### src/asmx_map.vh
`ifndef ASMX_MAP_VH
`define ASMX_MAP_VH
`define ASMX_CLK_NS 40
`define ASMX_ADDR_W 17
`define ASMX_DATA_W 32
`define ASMX_LANES 4
// Least times for the slowest grade, in ns
`define ASMX_T_ADDR_TO_WEND_NS 20
`define ASMX_T_SEL_TO_WEND_NS 20
`define ASMX_T_ADDR_HOLD_NS 0
`define ASMX_T_READ_ACCESS_NS 35
`define ASMX_T_READ_HOLD_NS 5
`define ASMX_T_DESEL_TO_RET_NS 0
`define ASMX_T_RECOVERY_NS 35
`define ASMX_CEIL_CYC(ns) (((ns) + `ASMX_CLK_NS - 1) / `ASMX_CLK_NS)
`define ASMX_MIN1(c) (((c) < 1) ? 1 : (c))
`define ASMX_WR_CYC `ASMX_MIN1(`ASMX_CEIL_CYC(`ASMX_T_ADDR_TO_WEND_NS))
`define ASMX_RD_CYC `ASMX_MIN1(`ASMX_CEIL_CYC(`ASMX_T_READ_ACCESS_NS))
`define ASMX_RET_CYC `ASMX_MIN1(`ASMX_CEIL_CYC(`ASMX_T_DESEL_TO_RET_NS))
`define ASMX_REC_CYC `ASMX_MIN1(`ASMX_CEIL_CYC(`ASMX_T_RECOVERY_NS))
`endif

### src/asmx_timer.v
`timescale 1ns/1ps
`default_nettype none
module asmx_timer
(
   input wire clk,
   input wire resetn,
   input wire load,
   input wire [3:0] count,
   output wire done
);
   reg [3:0] cnt_r;
   always @(posedge clk or negedge resetn)
   begin
      if (!resetn)
         cnt_r <= 4'h0;
      else if (load)
         cnt_r <= count;
      else if (cnt_r != 4'h0)
         cnt_r <= cnt_r - 4'h1;
   end
   assign done = (cnt_r == 4'h1) && !load;
endmodule // asmx_timer
`default_nettype wire

### src/asmx_ctrl.v
// Behaviour
// (RULE1) Write when strobe and select both low
// (RULE2) Module drives data on read selection
// (RULE3) Bus floats when deselected or output off
// (RULE4) Four lane selects gate each byte
// (RULE5) Write bounded by last assert, first deassert
// (RULE6) Address valid long enough before write end
// (RULE7) Select asserted long enough before write end
// (RULE8) Address may change right after write
// (RULE9) Module holds read data after address change
// (RULE10) Address valid by last lane select
// (RULE11) Deselect module before entering retention
// (RULE12) Density id pins left unconnected
// (RULE13) Release bus before read; strobe high
`timescale 1ns/1ps
`default_nettype none
`include "asmx_map.vh"
module asmx_ctrl
(
   input wire clk,
   input wire resetn,
   input wire req_valid,
   input wire req_write,
   input wire [16:0] req_addr,
   input wire [31:0] req_wdata,
   input wire [3:0] req_lanes,
   input wire ret_req,
   input wire [31:0] data_bus_in,
   input wire density_id0,
   input wire density_id1,
   output reg req_ready,
   output reg rsp_valid,
   output reg [31:0] rsp_rdata,
   output reg ret_active,
   output reg [1:0] density_code,
   output reg [16:0] word_address,
   output reg write_strobe_n,
   output reg output_drive_n,
   output reg byte0_select_n,
   output reg byte1_select_n,
   output reg byte2_select_n,
   output reg byte3_select_n,
   output reg [31:0] data_bus_out,
   output reg data_bus_oe
);
   // Binary state codes; any unused code falls back to idle
   localparam ST_IDLE = 3'h0;
   localparam ST_WRITE = 3'h1;
   localparam ST_WEND = 3'h2;
   localparam ST_READ = 3'h3;
   localparam ST_RET = 3'h4;
   localparam ST_REC = 3'h5;
   localparam ST_RDONE = 3'h6;

   reg [2:0] state_r;
   reg [2:0] state_nxt;
   // Lanes are held for the whole access, so the request pins may move freely
   reg [3:0] lanes_r;
   reg ld;
   reg [3:0] ld_cnt;
   wire t_done;

   // Every span fits four bits at this clock, so the cut is deliberate
   function [3:0] cyc4;
      input integer c;
      begin
         cyc4 = c[3:0];
      end
   endfunction

   // One shared down-counter times the write, read and recovery spans
   asmx_timer u_timer
   (
      .clk(clk),
      .resetn(resetn),
      .load(ld),
      .count(ld_cnt),
      .done(t_done)
   );

   always @*
   begin
      state_nxt = state_r;
      ld = 1'b0;
      ld_cnt = 4'h0;
      // Retention is checked first in idle so that a new request never holds off a pending supply drop
      case (state_r)
         ST_IDLE:
         begin
            if (ret_req)
            begin
               state_nxt = ST_RET;
               ld = 1'b1;
               ld_cnt = cyc4(`ASMX_RET_CYC); // see (RULE11)
            end
            else if (req_valid && req_write)
            begin
               state_nxt = ST_WRITE;
               ld = 1'b1;
               ld_cnt = cyc4(`ASMX_WR_CYC); // see (RULE6)
            end
            else if (req_valid)
            begin
               state_nxt = ST_READ;
               ld = 1'b1;
               ld_cnt = cyc4(`ASMX_RD_CYC);
            end
         end
         ST_WRITE:
            if (t_done)
               state_nxt = ST_WEND;
         ST_WEND:
            state_nxt = ST_IDLE;
         ST_READ:
            if (t_done)
               state_nxt = ST_RDONE;
         ST_RDONE:
            // Spare cycle lets the module's outputs turn off before the next access
            state_nxt = ST_IDLE;
         ST_RET:
            if (!ret_req)
            begin
               state_nxt = ST_REC;
               ld = 1'b1;
               ld_cnt = cyc4(`ASMX_REC_CYC);
            end
         // Recovery span before the first access after retention
         ST_REC:
            if (t_done)
               state_nxt = ST_IDLE;
         default:
            state_nxt = ST_IDLE;
      endcase
   end

   always @(posedge clk or negedge resetn)
   begin
      if (!resetn)
      begin
         state_r <= ST_IDLE;
         lanes_r <= 4'h0;
         req_ready <= 1'b0;
         rsp_valid <= 1'b0;
         rsp_rdata <= 32'h0;
         ret_active <= 1'b0;
         density_code <= 2'h0;
         word_address <= 17'h0;
         write_strobe_n <= 1'b1;
         output_drive_n <= 1'b1;
         byte0_select_n <= 1'b1;
         byte1_select_n <= 1'b1;
         byte2_select_n <= 1'b1;
         byte3_select_n <= 1'b1;
         data_bus_out <= 32'h0;
         data_bus_oe <= 1'b0;
      end
      else
      begin
         state_r <= state_nxt;
         // Pins float when unconnected; the board pulls them up
         density_code <= {density_id1, density_id0}; // see (RULE12)
         // A retention request withdraws ready on the next edge, the same edge on which idle takes it ahead of any access
         req_ready <= (state_nxt == ST_IDLE) && !ret_req;
         rsp_valid <= 1'b0;
         ret_active <= (state_nxt == ST_RET);
         if (state_r == ST_IDLE && state_nxt != ST_IDLE)
         begin
            // Address and lanes in the same edge, selects never lead the address
            word_address <= req_addr; // see (RULE10)
            lanes_r <= req_lanes;
         end
         case (state_nxt)
            ST_WRITE:
            begin
               // Strobe and selects assert together and stay for the whole count
               // Address setup is zero, so the address and the strobe may move together
               write_strobe_n <= 1'b0; // see (RULE1)
               output_drive_n <= 1'b1;
               {byte3_select_n, byte2_select_n, byte1_select_n, byte0_select_n} <=
                  ~((state_r == ST_IDLE) ? req_lanes : lanes_r); // see (RULE4) (RULE7)
               if (state_r == ST_IDLE)
                  data_bus_out <= req_wdata;
               data_bus_oe <= 1'b1;
            end
            ST_WEND:
            begin
               // Strobe and selects release on one edge; data held one more cycle
               write_strobe_n <= 1'b1; // see (RULE5)
               {byte3_select_n, byte2_select_n, byte1_select_n, byte0_select_n} <= 4'hf;
               data_bus_oe <= 1'b1;
            end
            ST_READ:
            begin
               // The bus was released at least one idle cycle earlier, so no drive fight
               write_strobe_n <= 1'b1; // see (RULE13)
               data_bus_oe <= 1'b0;
               output_drive_n <= 1'b0; // see (RULE2)
               {byte3_select_n, byte2_select_n, byte1_select_n, byte0_select_n} <=
                  ~((state_r == ST_IDLE) ? req_lanes : lanes_r); // see (RULE4)
            end
            default:
            begin
               // Deselected: module floats its outputs and may enter retention
               write_strobe_n <= 1'b1;
               output_drive_n <= 1'b1; // see (RULE3)
               {byte3_select_n, byte2_select_n, byte1_select_n, byte0_select_n} <=
                  4'hf; // see (RULE11)
               data_bus_oe <= 1'b0;
            end
         endcase
         // Limitation: one word per access, paced by the slowest grade
         if (state_r == ST_READ && t_done)
         begin
            // Sample before address moves; only the module's hold covers skew
            rsp_rdata <= data_bus_in; // see (RULE9)
            rsp_valid <= 1'b1;
         end
         // Address is kept after a write and only changes when idle is next left, for a request or for retention
         if (state_r == ST_WEND)
            word_address <= word_address; // see (RULE8)
      end
   end
endmodule // asmx_ctrl
`default_nettype wire

### config.mk
export PLATFORM = sky130hd
export DESIGN_NAME = asmx_ctrl
export DESIGN_NICKNAME = d
export VERILOG_FILES = /design/src/asmx_timer.v /design/src/asmx_ctrl.v
export VERILOG_INCLUDE_DIRS = /design/src /design/src/src
export SDC_FILE = /design/constraint.sdc
export NUM_CORES = 1
export LEC_CHECK = 0
export ABC_AREA = 1
export ABC_CLOCK_PERIOD_IN_PS = 3200
export BUFFER_PORTS_ARGS = -buffer_cell sky130_fd_sc_hd__buf_2
export CORE_MARGIN = 10
export CORE_UTILIZATION = 40
export DETAILED_ROUTE_END_ITERATION = 8
export GPL_TIMING_DRIVEN = 0
export PLACE_DENSITY = 0.7
export RECOVER_POWER = 50
export SLEW_MARGIN = 20
export SYNTH_ARGS = -nofsm -noshare
export SYNTH_HDL_FRONTEND = slang
export SYNTH_SLANG_ARGS = --single-unit
### constraint.sdc
create_clock -name clk -period 3.2 [get_ports clk]
set_input_delay 0.48 -clock clk [delete_from_list [all_inputs] [get_ports clk]]
set_output_delay 0.48 -clock clk [all_outputs]
set_load 0.05 [all_outputs]
Word level (Yosys, flattened, before mapping). Index checks and enable logic that the tools add are counted.

Register bits: 104. Word-level logic and storage cells: 75. Memory bits (read-only): 0. Memories kept: 0. RAM bits: 0. Bits in latches: 0.

Shifts and indexed selects: 0. Divide/modulo/power cells: 0. Add/subtract/negate cells: 1. Equal/unequal tests: 10. $mul: 0. $lt $le $gt $ge: 0. Muxes and demuxes: 29. Reductions and logical operators: 16. Bitwise logic cells: 2.

Operator list (count): 3-bit two-way mux (7); 1-bit two-way mux (15); 3-bit case mux with 5 select lines (1); 3-bit by 2-bit equality test with 1-bit output (second input constant) (4); 4-bit two-way mux (3); 3-bit equality test (second input constant) (3); 3-bit by 1-bit equality test with 1-bit output (second input constant) (2); 3-bit zero test (2); 1-bit case mux with 2 select lines (3); 1-bit logical AND (5); 4-bit by 1-bit equality test with 1-bit output (second input constant) (1); 4-bit NOT (1); 2-bit AND reduction (2); 4-bit nonzero test (1); 2-bit OR reduction (2); 4-bit by 1-bit subtractor with 4-bit output (second input constant) (1); 3-bit nonzero test (1); 1-bit zero test (2); 2-bit nonzero test (1); 1-bit NOT (1).

Logic depth before layout (Yosys ltp). Gate-level depths: netlist of the first run.

Depth after elaboration: 11. Depth in mapped cells: 12. Mapped depth without buffers: 11.

Cells and area by module. From an unflattened synthesis of the first run, not the netlist that was laid out.

Cell total of the unflattened synthesis: 439. Area total of the unflattened synthesis: 4327.9 um^2.

Modules (own cells, without submodules): asmx_ctrl (area each 4056.4 um^2, cells each 402, instances 1); asmx_timer (area each 271.5 um^2, cells each 37, instances 1).

Least setup slack after synthesis of the first run. OpenSTA, ideal clock, no wires.

Kind: reg2reg. From: register u_timer.cnt_r[1]. To: register data_bus_out[26]. Buffers on the path: 1. Arrival: 1.527 ns. Clock period less this slack: 1.593 ns. Path slack: 1.607 ns. Stages on the path, launching flop included: 12. Cell sequence: dfrtp_1 inv_1 ha_1 inv_1 nor2_1 nand4_2 nand2_2 nand2_4 nand3_4 buf_8 nand2_2 nand2_1.

Cells in the longest elaborated chain, start to end: 6.

Ends and longest elaborated chain: start, declared (line asmx_timer.v:11) `reg [3:0] cnt_r;`; start signal, assigned (line asmx_timer.v:17) `cnt_r <= count;`; start signal, assigned (line asmx_timer.v:19) `cnt_r <= cnt_r - 4'h1;`; 4-bit by 1-bit equality test with 1-bit output * (line asmx_timer.v:21) `assign done = (cnt_r == 4'h1) && !load;`; 1-bit logical AND * (line asmx_timer.v:21); 3-bit two-way mux (on tied branches) (line asmx_ctrl.v:129, asmx_ctrl.v:110, asmx_ctrl.v:115); 3-bit case mux with 5 select lines * (line asmx_ctrl.v:87) `case (state_r)`; 3-bit by 1-bit equality test with 1-bit output * (line asmx_ctrl.v:172) `case (state_nxt)`; 2-bit AND reduction (no source line) *; end signal, assigned (line asmx_ctrl.v:182) `data_bus_out <= req_wdata;`; end, declared (line asmx_ctrl.v:43) `output reg [31:0] data_bus_out,`.

Every way passes the cells marked *; elsewhere a longest branch is shown, timed or not. A chain may end at the register's enable or synchronous reset.

Final worst setup path of the first run.
From: register state_r[1]. To: register data_bus_out[27].

Cells in the longest elaborated chain, start to end: 8.

Ends and longest elaborated chain: start, declared (line asmx_ctrl.v:55) `reg [2:0] state_r;`; start signal, assigned (line asmx_ctrl.v:159) `state_r <= state_nxt;`; 3-bit equality test / 3-bit zero test (equally long branches) (line asmx_ctrl.v:87, asmx_ctrl.v:181); 1-bit case mux with 2 select lines (line asmx_ctrl.v:87); 1-bit zero test (line asmx_timer.v:21); 1-bit logical AND (line asmx_timer.v:21); 3-bit two-way mux (on tied branches) (line asmx_ctrl.v:129, asmx_ctrl.v:110, asmx_ctrl.v:115); 3-bit case mux with 5 select lines (line asmx_ctrl.v:87); 3-bit by 1-bit equality test with 1-bit output (line asmx_ctrl.v:172); 2-bit AND reduction (no source line) *.

Marked as above.

==> key figures, run 1 <==
Status
  • Status: finished clean

Detailed routing
  • DRC viols: 0
  • Post-route ant nets: 0
  • Wire length per cell: 15.6 um
  • Via count: 3,637
  • Pre-antenna DRT Iters: 4
  • Vias per cell: 4.72
  • DR iter-0 viols: 200
  • Final wirelength: 12.0 mm

GRT
  • Antenna violations before repair: 1
  • Vias in the first global route: 3,859
  • Gr usage total: 15.5%
  • Global-route wire length before repair: 19.1 mm
  • Grt total ovfl: 0
  • Largest net degree at the start of global routing: 72

Setup path
  • CP Max Fanout: 10
  • CP Launch Type: flop
  • Critical path class: flop to flop
  • Worst-case reg-to-reg path depth: 9
  • Crit. End Element: flop
  • Internal reg-to-reg setup slack: 0.98 ns
  • Worst path required time: 3.46 ns
  • FF-to-FF End: data_bus_out[27]
  • Reg-to-reg startpoint: state_r[1]
  • WP data arrival: 2.48 ns

STA
  • Slew HR: 51.3%
  • Period utilization: 69.3%
  • Final setup viols: 0
  • Setup TNS: 0 ns
  • RSZ-0062 raised after global routing: false
  • Worst-Margin Slew: 0.728 ns
  • FMAX: 0.451 GHz
  • Fin. max-slew vios: 0
  • Fin. Hold Viols: 0
  • Clock skew: 0.0154 ns
  • Minimum clock period: 2.22 ns

Cells and area
  • Layout cells sized above 1: 37.3%
  • Most common cell after layout, fill and taps aside: nand2_1
  • Storage cell area: 2610 um^2
  • Fill cells: 973
  • Commonest non-fill, non-tap cells in the layout: nand2_1, buf_2, dfrtp_1, nand4_1, clkbuf_1
  • Area Overhead vs Synth: 28.6%
  • Area of the multi-input gates: 1460 um^2
  • Fin nets: 722

Hold path
  • Hold path depth: 1
  • Hold Crit Class: input pin to flop
  • Hold_sp: density_id0
  • Worst hold endpoint: density_code[0]

Synth
  • Post-synthesis cell count: 430
  • Fraction of registers with async set/reset: 100%
  • Synthesized area: 4330 um^2
  • Syn Area/Cell: 10.1 um^2
  • Ys flop type: dfrtp_1
  • Register area share after synthesis: 60.3%
  • Synth Net Count: 525
  • Synth cell types: 28
  • EDFF count, synth: 0
  • Yosys reg bits: 104
  • Yosys warns: 0

Clock tree
  • CTS tree: done
  • Clk sinks: 104
  • H-tree depth: 3
  • Maximum root-to-sink buffer count: 2
  • Total CTS buffers: 9
  • CTS root buf: clkbuf_8
  • Clock transition at path regs: 0.11 ns
  • # Post-CTS Setup Buffers: 0
  • Worst-Skew Late Latency: 0.38 ns

Die
  • Initial core utilization: 41.6%
  • Core Box Area: 10,400 um^2
  • Die area: 15,400 um^2
  • Core Rows: 37
  • Die X: 124 um
  • Die height: 124 um
  • IO Pins: 185

Flow run
  • Max cap viols: 0

Placed design
  • Post-DP HPWL: 9.32 mm
  • GPL Wtd Cong: 0.834
  • PortBufs: 184
## how the worst max path moves through the flow
| stage | startpoint | cells after the start | slack, ns | to |
|---|---|---|---|---|
| final | state_r[1] | 9 | 0.98 | data_bus_out[27] |
| after global routing | state_r[1] | 9 | 0.74 | data_bus_out[27] |
| after floorplan | u_timer.cnt_r[1] | 11 | 1.61 | data_bus_out[26] |
| after global placement | resetn | 1 | 0.51 | word_address[13] |
| after detailed placement | u_timer.cnt_r[1] | 9 | 1.20 | rsp_rdata[26] |
| after CTS | u_timer.cnt_r[1] | 9 | 1.18 | rsp_rdata[26] |
## cells in the mapped netlist, drive strengths merged (3+ instances only)
master,instances,area (um^2)
o21ai,12,60.1
mux2,17,191
nand4,37,238
nor2,12,92.6
ha,3,37.5
dfstp,6,158
nand2,188,761
clkbuf,3,11.3
buf,17,124
dfrtp,98,2450
nand3,10,90.1
inv,23,86.3
## area by class of cell
type	instances	area share [%]
Tap cell	136	3.06
Timing Repair Buffer	186	16.7
Sequential cell	104	46.9
Multi-Input combinational cell	283	26.2
Buffer	20	2.41
Antenna cell	2	0.0899
Clock buffer	10	2.29
Clock inverter	6	0.899
Inverter	23	1.55
## layer usage
| metal | track usage [%] | vias up | part of all wire, % |
|---|---|---|---|
| li1 | - | 1770 | - |
| met1 | 18.1 | 1702 | 41 |
| met2 | 23.6 | 157 | 43 |
| met3 | 7.96 | 8 | 15 |
| met4 | 6.33 | 0 | 1.0 |
| met5 | 0 | - | 0 |
## sequential cells by signal (all words and copies together), names as in the netlist
name / flops
rsp_valid: 1
data_bus_out: 32
word_address: 17
byte1_select_n: 1
write_strobe_n: 1
data_bus_oe: 1
output_drive_n: 1
u_timer.cnt_r: 4
byte3_select_n: 1
state_r: 3
req_ready: 1
rsp_rdata: 32
density_code: 2
ret_active: 1
byte0_select_n: 1
byte2_select_n: 1
lanes_r: 4
## cell families (layout without fill, tap and decap cells)
kind of cell | count (synthesis) | in the layout | share of synthesized area (%)
AOI/OAI and AO/OA | 13 | 13 | 1.50
xor gates and xnor gates | 2 | 2 | 0.405
adders and majority gates | 3 | 3 | 0.867
buffers and inverters | 43 | 245 | 5.12
DFF | 104 | 104 | 60.3
muxes | 17 | 17 | 4.42
other | 0 | 2 | 0
and+or+nand+nor | 248 | 248 | 27.4
## stage by stage
stage	hold WS [ns]	util, %	cells	worst slack [ns]	instance area, um^2
after floorplan	0.184	-	430	1.61	4330
after global placement	0.450	52.0	750	0.515	5420
after detailed placement	0.394	52.4	751	1.20	5450
after CTS	0.186	54.2	768	1.18	5640
after global routing	0.176	53.4	768	0.737	5560
final	0.197	53.4	770	0.983	5570
## worst max-delay path, cell delays in order, from the launching register on
cell	delay [ns]
dfrtp_1	0.47
nor2_1	0.35
nand3_1	0.41
nand4_2	0.20
nand2_2	0.13
nand2_4	0.11
nand3_4	0.12
buf_8	0.19
nand2_2	0.05
nand2_1	0.05
## timing repair
item / 4_1_cts / 5_1_grt
endpoints found under the hold margin: 33 / 0
hold buffers: 1 / 0
endpoints found under the setup margin: 0 / 0
resized for setup: 0 / 0
Power of run 1 is not shown: default switching activity piles up to over one toggle a cycle in this logic, so the estimate is an artifact.
==> run 2: changes to the inputs <==
--- a/config.mk
+++ b/config.mk
@@ -6,14 +6,14 @@
 export SDC_FILE = /design/constraint.sdc
 export NUM_CORES = 1
 export LEC_CHECK = 0
-export ABC_AREA = 1
-export ABC_CLOCK_PERIOD_IN_PS = 3200
+export ABC_AREA = 0
+export ABC_CLOCK_PERIOD_IN_PS = 1800
 export BUFFER_PORTS_ARGS = -buffer_cell sky130_fd_sc_hd__buf_2
 export CORE_MARGIN = 10
 export CORE_UTILIZATION = 40
 export DETAILED_ROUTE_END_ITERATION = 8
 export GPL_TIMING_DRIVEN = 0
-export PLACE_DENSITY = 0.7
+export PLACE_DENSITY = 0.73
 export RECOVER_POWER = 50
 export SLEW_MARGIN = 20
 export SYNTH_ARGS = -nofsm -noshare
==> constraint.sdc (replaced) <==
create_clock -name clk -period 1.8 [get_ports clk]
set_input_delay 0.27 -clock clk [delete_from_list [all_inputs] [get_ports clk]]
set_output_delay 0.27 -clock clk [all_outputs]
set_load 0.05 [all_outputs]
==> key figures, run 2 <==
STA
  • Clock skew: 0.00950 ns (-0.00588 ns)
  • FMAX: 0.580 GHz (+29%)
  • RSZ-0062 raised after global routing: false
  • Hold slack final: 0.107 ns (-0.0894 ns)
  • Setup TNS: 0 ns (unchanged)
  • Minimum clock period: 1.72 ns (-0.493 ns)
  • Fin. Hold Viols: 0 (unchanged)
  • Period utilization: 95.8% (+27 points)
  • Final setup viols: 0 (unchanged)
  • Fin. max-slew vios: 0 (unchanged)
  • Slew HR: 31.9% (-19 points)
  • Worst-Margin Slew: 1.02 ns (+0.293 ns)

Setup path
  • Reg-to-reg startpoint: state_r[2]
  • CP Max Fanout: 10 (unchanged)
  • Worst setup path startpoint: state_r[2]
  • Worst path required time: 2.05 ns (-1.41 ns)
  • Worst path most repeated cell: buf_6
  • Cells along the critical path: clkbuf_4 > nor3_4 > and4_4 > buf_6 > buf_6 > mux2_2
  • WP data arrival: 1.97 ns (-0.51 ns)
  • Master of the slowest instance on the critical path: dfrtp_1
  • Critical path class: flop to flop
  • CP Launch Type: flop
  • CP max stage delay: 0.37 ns (-0.10 ns)
  • Crit. End Element: flop

Detailed routing
  • Via count: 2,836 (-22%)
  • Final wirelength: 10.2 mm (-15%)
  • Pre-antenna DRT Iters: 4 (unchanged)
  • DR iter-0 viols: 210 (+5.0%)
  • Wire length per cell: 16.9 um (+8.6%)
  • Vias per cell: 4.69 (-0.76%)
  • Post-route ant nets: 0 (unchanged)
  • DRC viols: 0 (unchanged)

Clock tree
  • Total CTS buffers: 9 (unchanged)
  • Maximum root-to-sink buffer count: 2 (unchanged)
  • CTS root buf: clkbuf_8
  • Clock transition at path regs: 0.09 ns (-0.02 ns)
  • H-tree depth: 3 (unchanged)
  • Worst-Skew Late Latency: 0.36 ns (-0.02 ns)
  • CTS tree: done
  • Clk sinks: 104 (unchanged)

Synth
  • Fraction of registers with async set/reset: 100% (unchanged)
  • Count leader, synth: dfrtp_1
  • Synthesized area: 4210 um^2 (-2.8%)
  • EDFF count, synth: 0 (unchanged)
  • Synth cell types: 37 (+32%)
  • Register area share after synthesis: 62.0% (+1.7 points)
  • Synth top area share: 58.3% (+1.6 points)
  • Ranking of synthesized cells by area: dfrtp_1, mux2_2, mux2_4
  • Yosys top cell by area: dfrtp_1
  • Ys flop type: dfrtp_1
  • Post-synthesis cell count: 264 (-39%)
  • Syn Area/Cell: 15.9 um^2 (+58%)
  • Synth Net Count: 359 (-32%)
  • Yosys reg bits: 104 (unchanged)
  • Commonest cells post-synth: dfrtp_1, mux2_2, mux2_4
  • Yosys warns: 0 (unchanged)

Cells and area
  • Fin util: 53.8% (+0.33 points)
  • Most common cell after layout, fill and taps aside: buf_2
  • Commonest non-fill, non-tap cells in the layout: buf_2, dfrtp_1, mux2_2, clkbuf_1, mux2_4
  • Area Overhead vs Synth: 31.3%
  • Largest regs: data_bus_out (32), rsp_rdata (32), word_address (17)
  • Ant. Diodes: 0 (-2)
  • Layout cells sized above 1: 59.9% (+23 points)
  • Fin nets: 559 (-23%)

GRT
  • Grt total ovfl: 0 (unchanged)
  • Gr usage total: 13.1% (-2.4 points)
  • Vias in the first global route: 3,137 (-19%)
  • Antenna violations before repair: 0 (-1)
  • Global-route wire length before repair: 15.8 mm (-17%)
  • Largest net degree at the start of global routing: 84 (+17%)

Die
  • Die area: 15,000 um^2 (-2.4%)
  • Core Rows: 37 (unchanged)
  • Die X: 123 um (-1.2%)
  • Die height: 123 um (-1.2%)
  • Initial core utilization: 40.9% (-0.62 points)
  • IO Pins: 185 (unchanged)
  • Core Box Area: 10,300 um^2 (-1.3%)

Placed design
  • GPL Wtd Cong: 0.773 (-7.3%)
  • PortBufs: 183 (-0.54%)
  • Post-DP HPWL: 7.84 mm (-16%)

Status
  • Status: finished clean

Flow run
  • Max cap viols: 0 (unchanged)

Hold path
  • Hold Crit Class: input pin to flop
  • Hold_sp: ret_req
[run 2: routing by layer]
metal / global-route usage (%) / vias to the layer above / routed length [um]
met4: 3.31 / 0 / 90
met5: 0 / - / 0
met1: 14.4 / 1397 / 3920
li1: - / 1326 / -
met3: 5.19 / 10 / 958
met2: 23.1 / 103 / 5260
[run 2: area by class of cell]
cell class | instances | area (um^2)
inverter | 8 | 30.0
fill | 904 | 4750
clock inverter | 7 | 55.1
timing repair buffer | 189 | 925
buffer | 14 | 146
clock buffer | 9 | 124
tap | 136 | 170
multi-input combinational | 138 | 1470
sequential | 104 | 2610
[run 2: critical path: cells and delay by family, from the launching register on]
family                 cells  cell delay, ns
AND/OR/NAND/NOR            2            0.43
buffers and inverters      3            0.47
multiplexers               1            0.35
flip-flops                 1            0.37
[run 2: kinds of logic (layout without fill, tap and decap cells)]
group	after synthesis	count (layout)	synth area share, %
DFF	104	104	62.0
adders and majority gates	3	3	0.892
buffers and inverters	22	227	3.93
AOI/OAI and AO/OA	16	16	2.74
and+or+nand+nor	28	28	3.66
muxes	90	90	26.6
xor gates and xnor gates	1	1	0.208
[run 2: repair_timing]
item	in CTS	in global routing
resized for setup	0	14
setup endpoints to repair	50	79
pin swaps	1	2
hold buffers	3	0
setup buffers	2	0
hold endpoints to repair	23	0
[run 2: worst paths after layout]
check	endpoint	slack, ns	cells past startpoint
min in group asynchronous	data_bus_out[2]	0.30	2
hold reg to reg	data_bus_out[29]	0.49	1
setup / recovery	data_bus_out[31]	0.08	6
hold / removal	req_ready	0.11	2
setup reg to reg	data_bus_out[31]	0.08	6
max in group asynchronous	req_ready	0.24	3
[run 2: metrics by stage]
stage / cell area (um^2) / cells / setup WS, ns
global placement: 5290 / 583 / -0.613
finish: 5530 / 605 / 0.0757
floorplan: 4210 / 264 / 0.104
detailed placement: 5330 / 584 / -0.127
global route: 5530 / 605 / 0.00103
CTS: 5550 / 605 / 0.0274
Power of run 2 is left out for the same reason.
==> run 3: changes to the inputs <==
--- a/config.mk
+++ b/config.mk
@@ -10,12 +10,11 @@
 export ABC_CLOCK_PERIOD_IN_PS = 1800
 export BUFFER_PORTS_ARGS = -buffer_cell sky130_fd_sc_hd__buf_2
 export CORE_MARGIN = 10
-export CORE_UTILIZATION = 40
+export CORE_UTILIZATION = 43
 export DETAILED_ROUTE_END_ITERATION = 8
 export GPL_TIMING_DRIVEN = 0
-export PLACE_DENSITY = 0.73
+export PLACE_DENSITY = 0.78
 export RECOVER_POWER = 50
-export SLEW_MARGIN = 20
 export SYNTH_ARGS = -nofsm -noshare
 export SYNTH_HDL_FRONTEND = slang
 export SYNTH_SLANG_ARGS = --single-unit
==> key figures, run 3 (synthesis gave the netlist of run 2 again) <==
Status
  • Status: finished clean

GRT
  • Grt total ovfl: 0 (unchanged)
  • Vias in the first global route: 3,193 (+1.8%)
  • Antenna violations before repair: 0 (unchanged)
  • Gr usage total: 14.0% (+0.94 points)
  • Largest net degree at the start of global routing: 55 (-35%)
  • Global-route wire length before repair: 16.2 mm (+2.3%)

Detailed routing
  • Post-route ant nets: 0 (unchanged)
  • Pre-antenna DRT Iters: 4 (unchanged)
  • Top Layer Used: met4
  • Wire length per cell: 16.7 um (-1.2%)
  • DR iter-0 viols: 186 (-11%)
  • Vias per cell: 4.69 (about the same)
  • Final wirelength: 10.1 mm (-1.4%)
  • Met1 wire length: 4.10 mm (+4.7%)
  • Via count: 2,832 (-0.14%)
  • Met3 WL: 718 um (-25%)
  • Metal2 WL: 5.17 mm (-1.6%)
  • DRC viols: 0 (unchanged)

Setup path
  • CP Launch Type: flop
  • Critical path class: flop to flop
  • Reg-to-reg startpoint: u_timer.cnt_r[1]
  • Internal reg-to-reg setup slack: 0.08 ns (about the same)
  • FF-to-FF End: rsp_rdata[30]
  • Crit. End Element: flop
  • Worst path required time: 2.03 ns (-0.02 ns)
  • CP Max Fanout: 10 (unchanged)
  • Worst-case reg-to-reg path depth: 7 (+1)
  • WP data arrival: 1.95 ns (-0.02 ns)

Clock tree
  • Clock transition at path regs: 0.09 ns (about the same)
  • H-tree depth: 3 (unchanged)
  • Clk sinks: 104 (unchanged)
  • CTS root buf: clkbuf_8
  • CTS tree: done
  • Worst-Skew Late Latency: 0.35 ns (about the same)
  • Total CTS buffers: 9 (unchanged)
  • Maximum root-to-sink buffer count: 2 (unchanged)

Hold path
  • Worst hold endpoint: req_ready
  • Hold Crit Class: input pin to flop
  • Hold path depth: 2 (unchanged)
  • Hold_sp: ret_req

STA
  • Final setup viols: 0 (unchanged)
  • Final setup margin: 0.0799 ns (+0.00422 ns)
  • Clock skew: 0.00993 ns (+0.000438 ns)
  • Hold slack final: 0.110 ns (+0.00246 ns)
  • Fin. max-slew vios: 0 (unchanged)
  • Slew HR: 53.1% (+21 points)
  • Period utilization: 95.6% (-0.23 points)
  • Worst-Margin Slew: 0.704 ns (-0.317 ns)
  • Minimum clock period: 1.72 ns (-0.00422 ns)
  • Setup TNS: 0 ns (unchanged)
  • FMAX: 0.581 GHz (+0.25%)
  • Fin. Hold Viols: 0 (unchanged)

Die
  • Die area: 14,100 um^2 (-5.9%)
  • Die height: 119 um (-3.0%)
  • Core Rows: 36 (-2.7%)
  • Initial core utilization: 43.7% (+2.7 points)
  • Die X: 119 um (-3.0%)
  • IO Pins: 185 (unchanged)
  • Core Box Area: 9640 um^2 (-6.2%)

Cells and area
  • Largest regs: data_bus_out (32), rsp_rdata (32), word_address (17)
  • Final std cells w/o fill: 604 (-0.17%)
  • Fill cells: 856 (-5.3%)
  • Ant. Diodes: 0 (unchanged)
  • Layout cells sized above 1: 49.9% (-10 points)
  • Fin nets: 561 (+0.36%)
  • Area Overhead vs Synth: 31.8%
  • Commonest non-fill, non-tap cells in the layout: buf_2, dfrtp_1, clkbuf_1, mux2_2, mux2_4

Placed design
  • PortBufs: 183 (unchanged)
  • Placed insts: 581 (-0.51%)
  • Dpl ws: -0.0883 ns (+0.0386 ns)
  • Post-DP HPWL: 7.89 mm (+0.65%)
  • GPL Wtd Cong: 0.747 (-3.4%)

Flow run
  • Max cap viols: 0 (unchanged)
## run 3: how the worst max path moves through the flow
stage / cells after the start / startpoint / to / slack [ns]
floorplan: 6 / state_r[2] / data_bus_out[0] / 0.10
global placement: 1 / resetn / word_address[11] / -0.60
detailed placement: 6 / state_r[2] / data_bus_out[16] / -0.09
CTS: 6 / state_r[2] / data_bus_out[16] / 0.04
global route: 6 / state_r[2] / data_bus_out[31] / -0.02
finish: 7 / u_timer.cnt_r[1] / rsp_rdata[30] / 0.08
## run 3: worst max-delay path, cell delays in order (launching register included)
cell,delay (ns)
dfrtp_1,0.39
inv_2,0.07
ha_2,0.18
nand4_1,0.11
or2_1,0.25
buf_6,0.14
buf_6,0.15
mux2_4,0.30
## run 3: layer usage
layer	track usage, %	vias up
li1	-	1320
met1	15.5	1398
met2	24.9	107
met3	5.05	7
met4	3.82	0
met5	0	-
## run 3: cell type report
| class | instances | area [um^2] | share of cell area (%) |
|---|---|---|---|
| clock buffers | 14 | 173 | 3.11 |
| inverters | 8 | 30.0 | 0.542 |
| multi-input cells | 138 | 1460 | 26.2 |
| clock inverters | 2 | 60.1 | 1.08 |
| repair buffers | 191 | 898 | 16.2 |
| plain buffers | 14 | 153 | 2.75 |
| flip-flops and latches | 104 | 2610 | 47.1 |
| well taps | 133 | 166 | 3.00 |
## run 3: metrics by stage
| step | cell area (um^2) | utilization [%] |
|---|---|---|
| 2_1_floorplan | 4210 | - |
| 3_3_place_gp | 5290 | 54.9 |
| 3_5_place_dp | 5320 | 55.2 |
| 4_1_cts | 5590 | 58.0 |
| 5_1_grt | 5550 | 57.5 |
| 6_report | 5550 | 57.5 |
## run 3: repair_timing
| item | 4_1_cts | 5_1_grt |
|---|---|---|
| buffers inserted | 1 | 3 |
| gates resized for setup | 0 | 12 |
| hold buffers | 3 | 0 |
| setup endpoints to repair | 50 | 59 |
| hold endpoints to repair | 54 | 0 |
| pin swaps | 1 | 3 |
Power of run 3 is left out for the same reason.
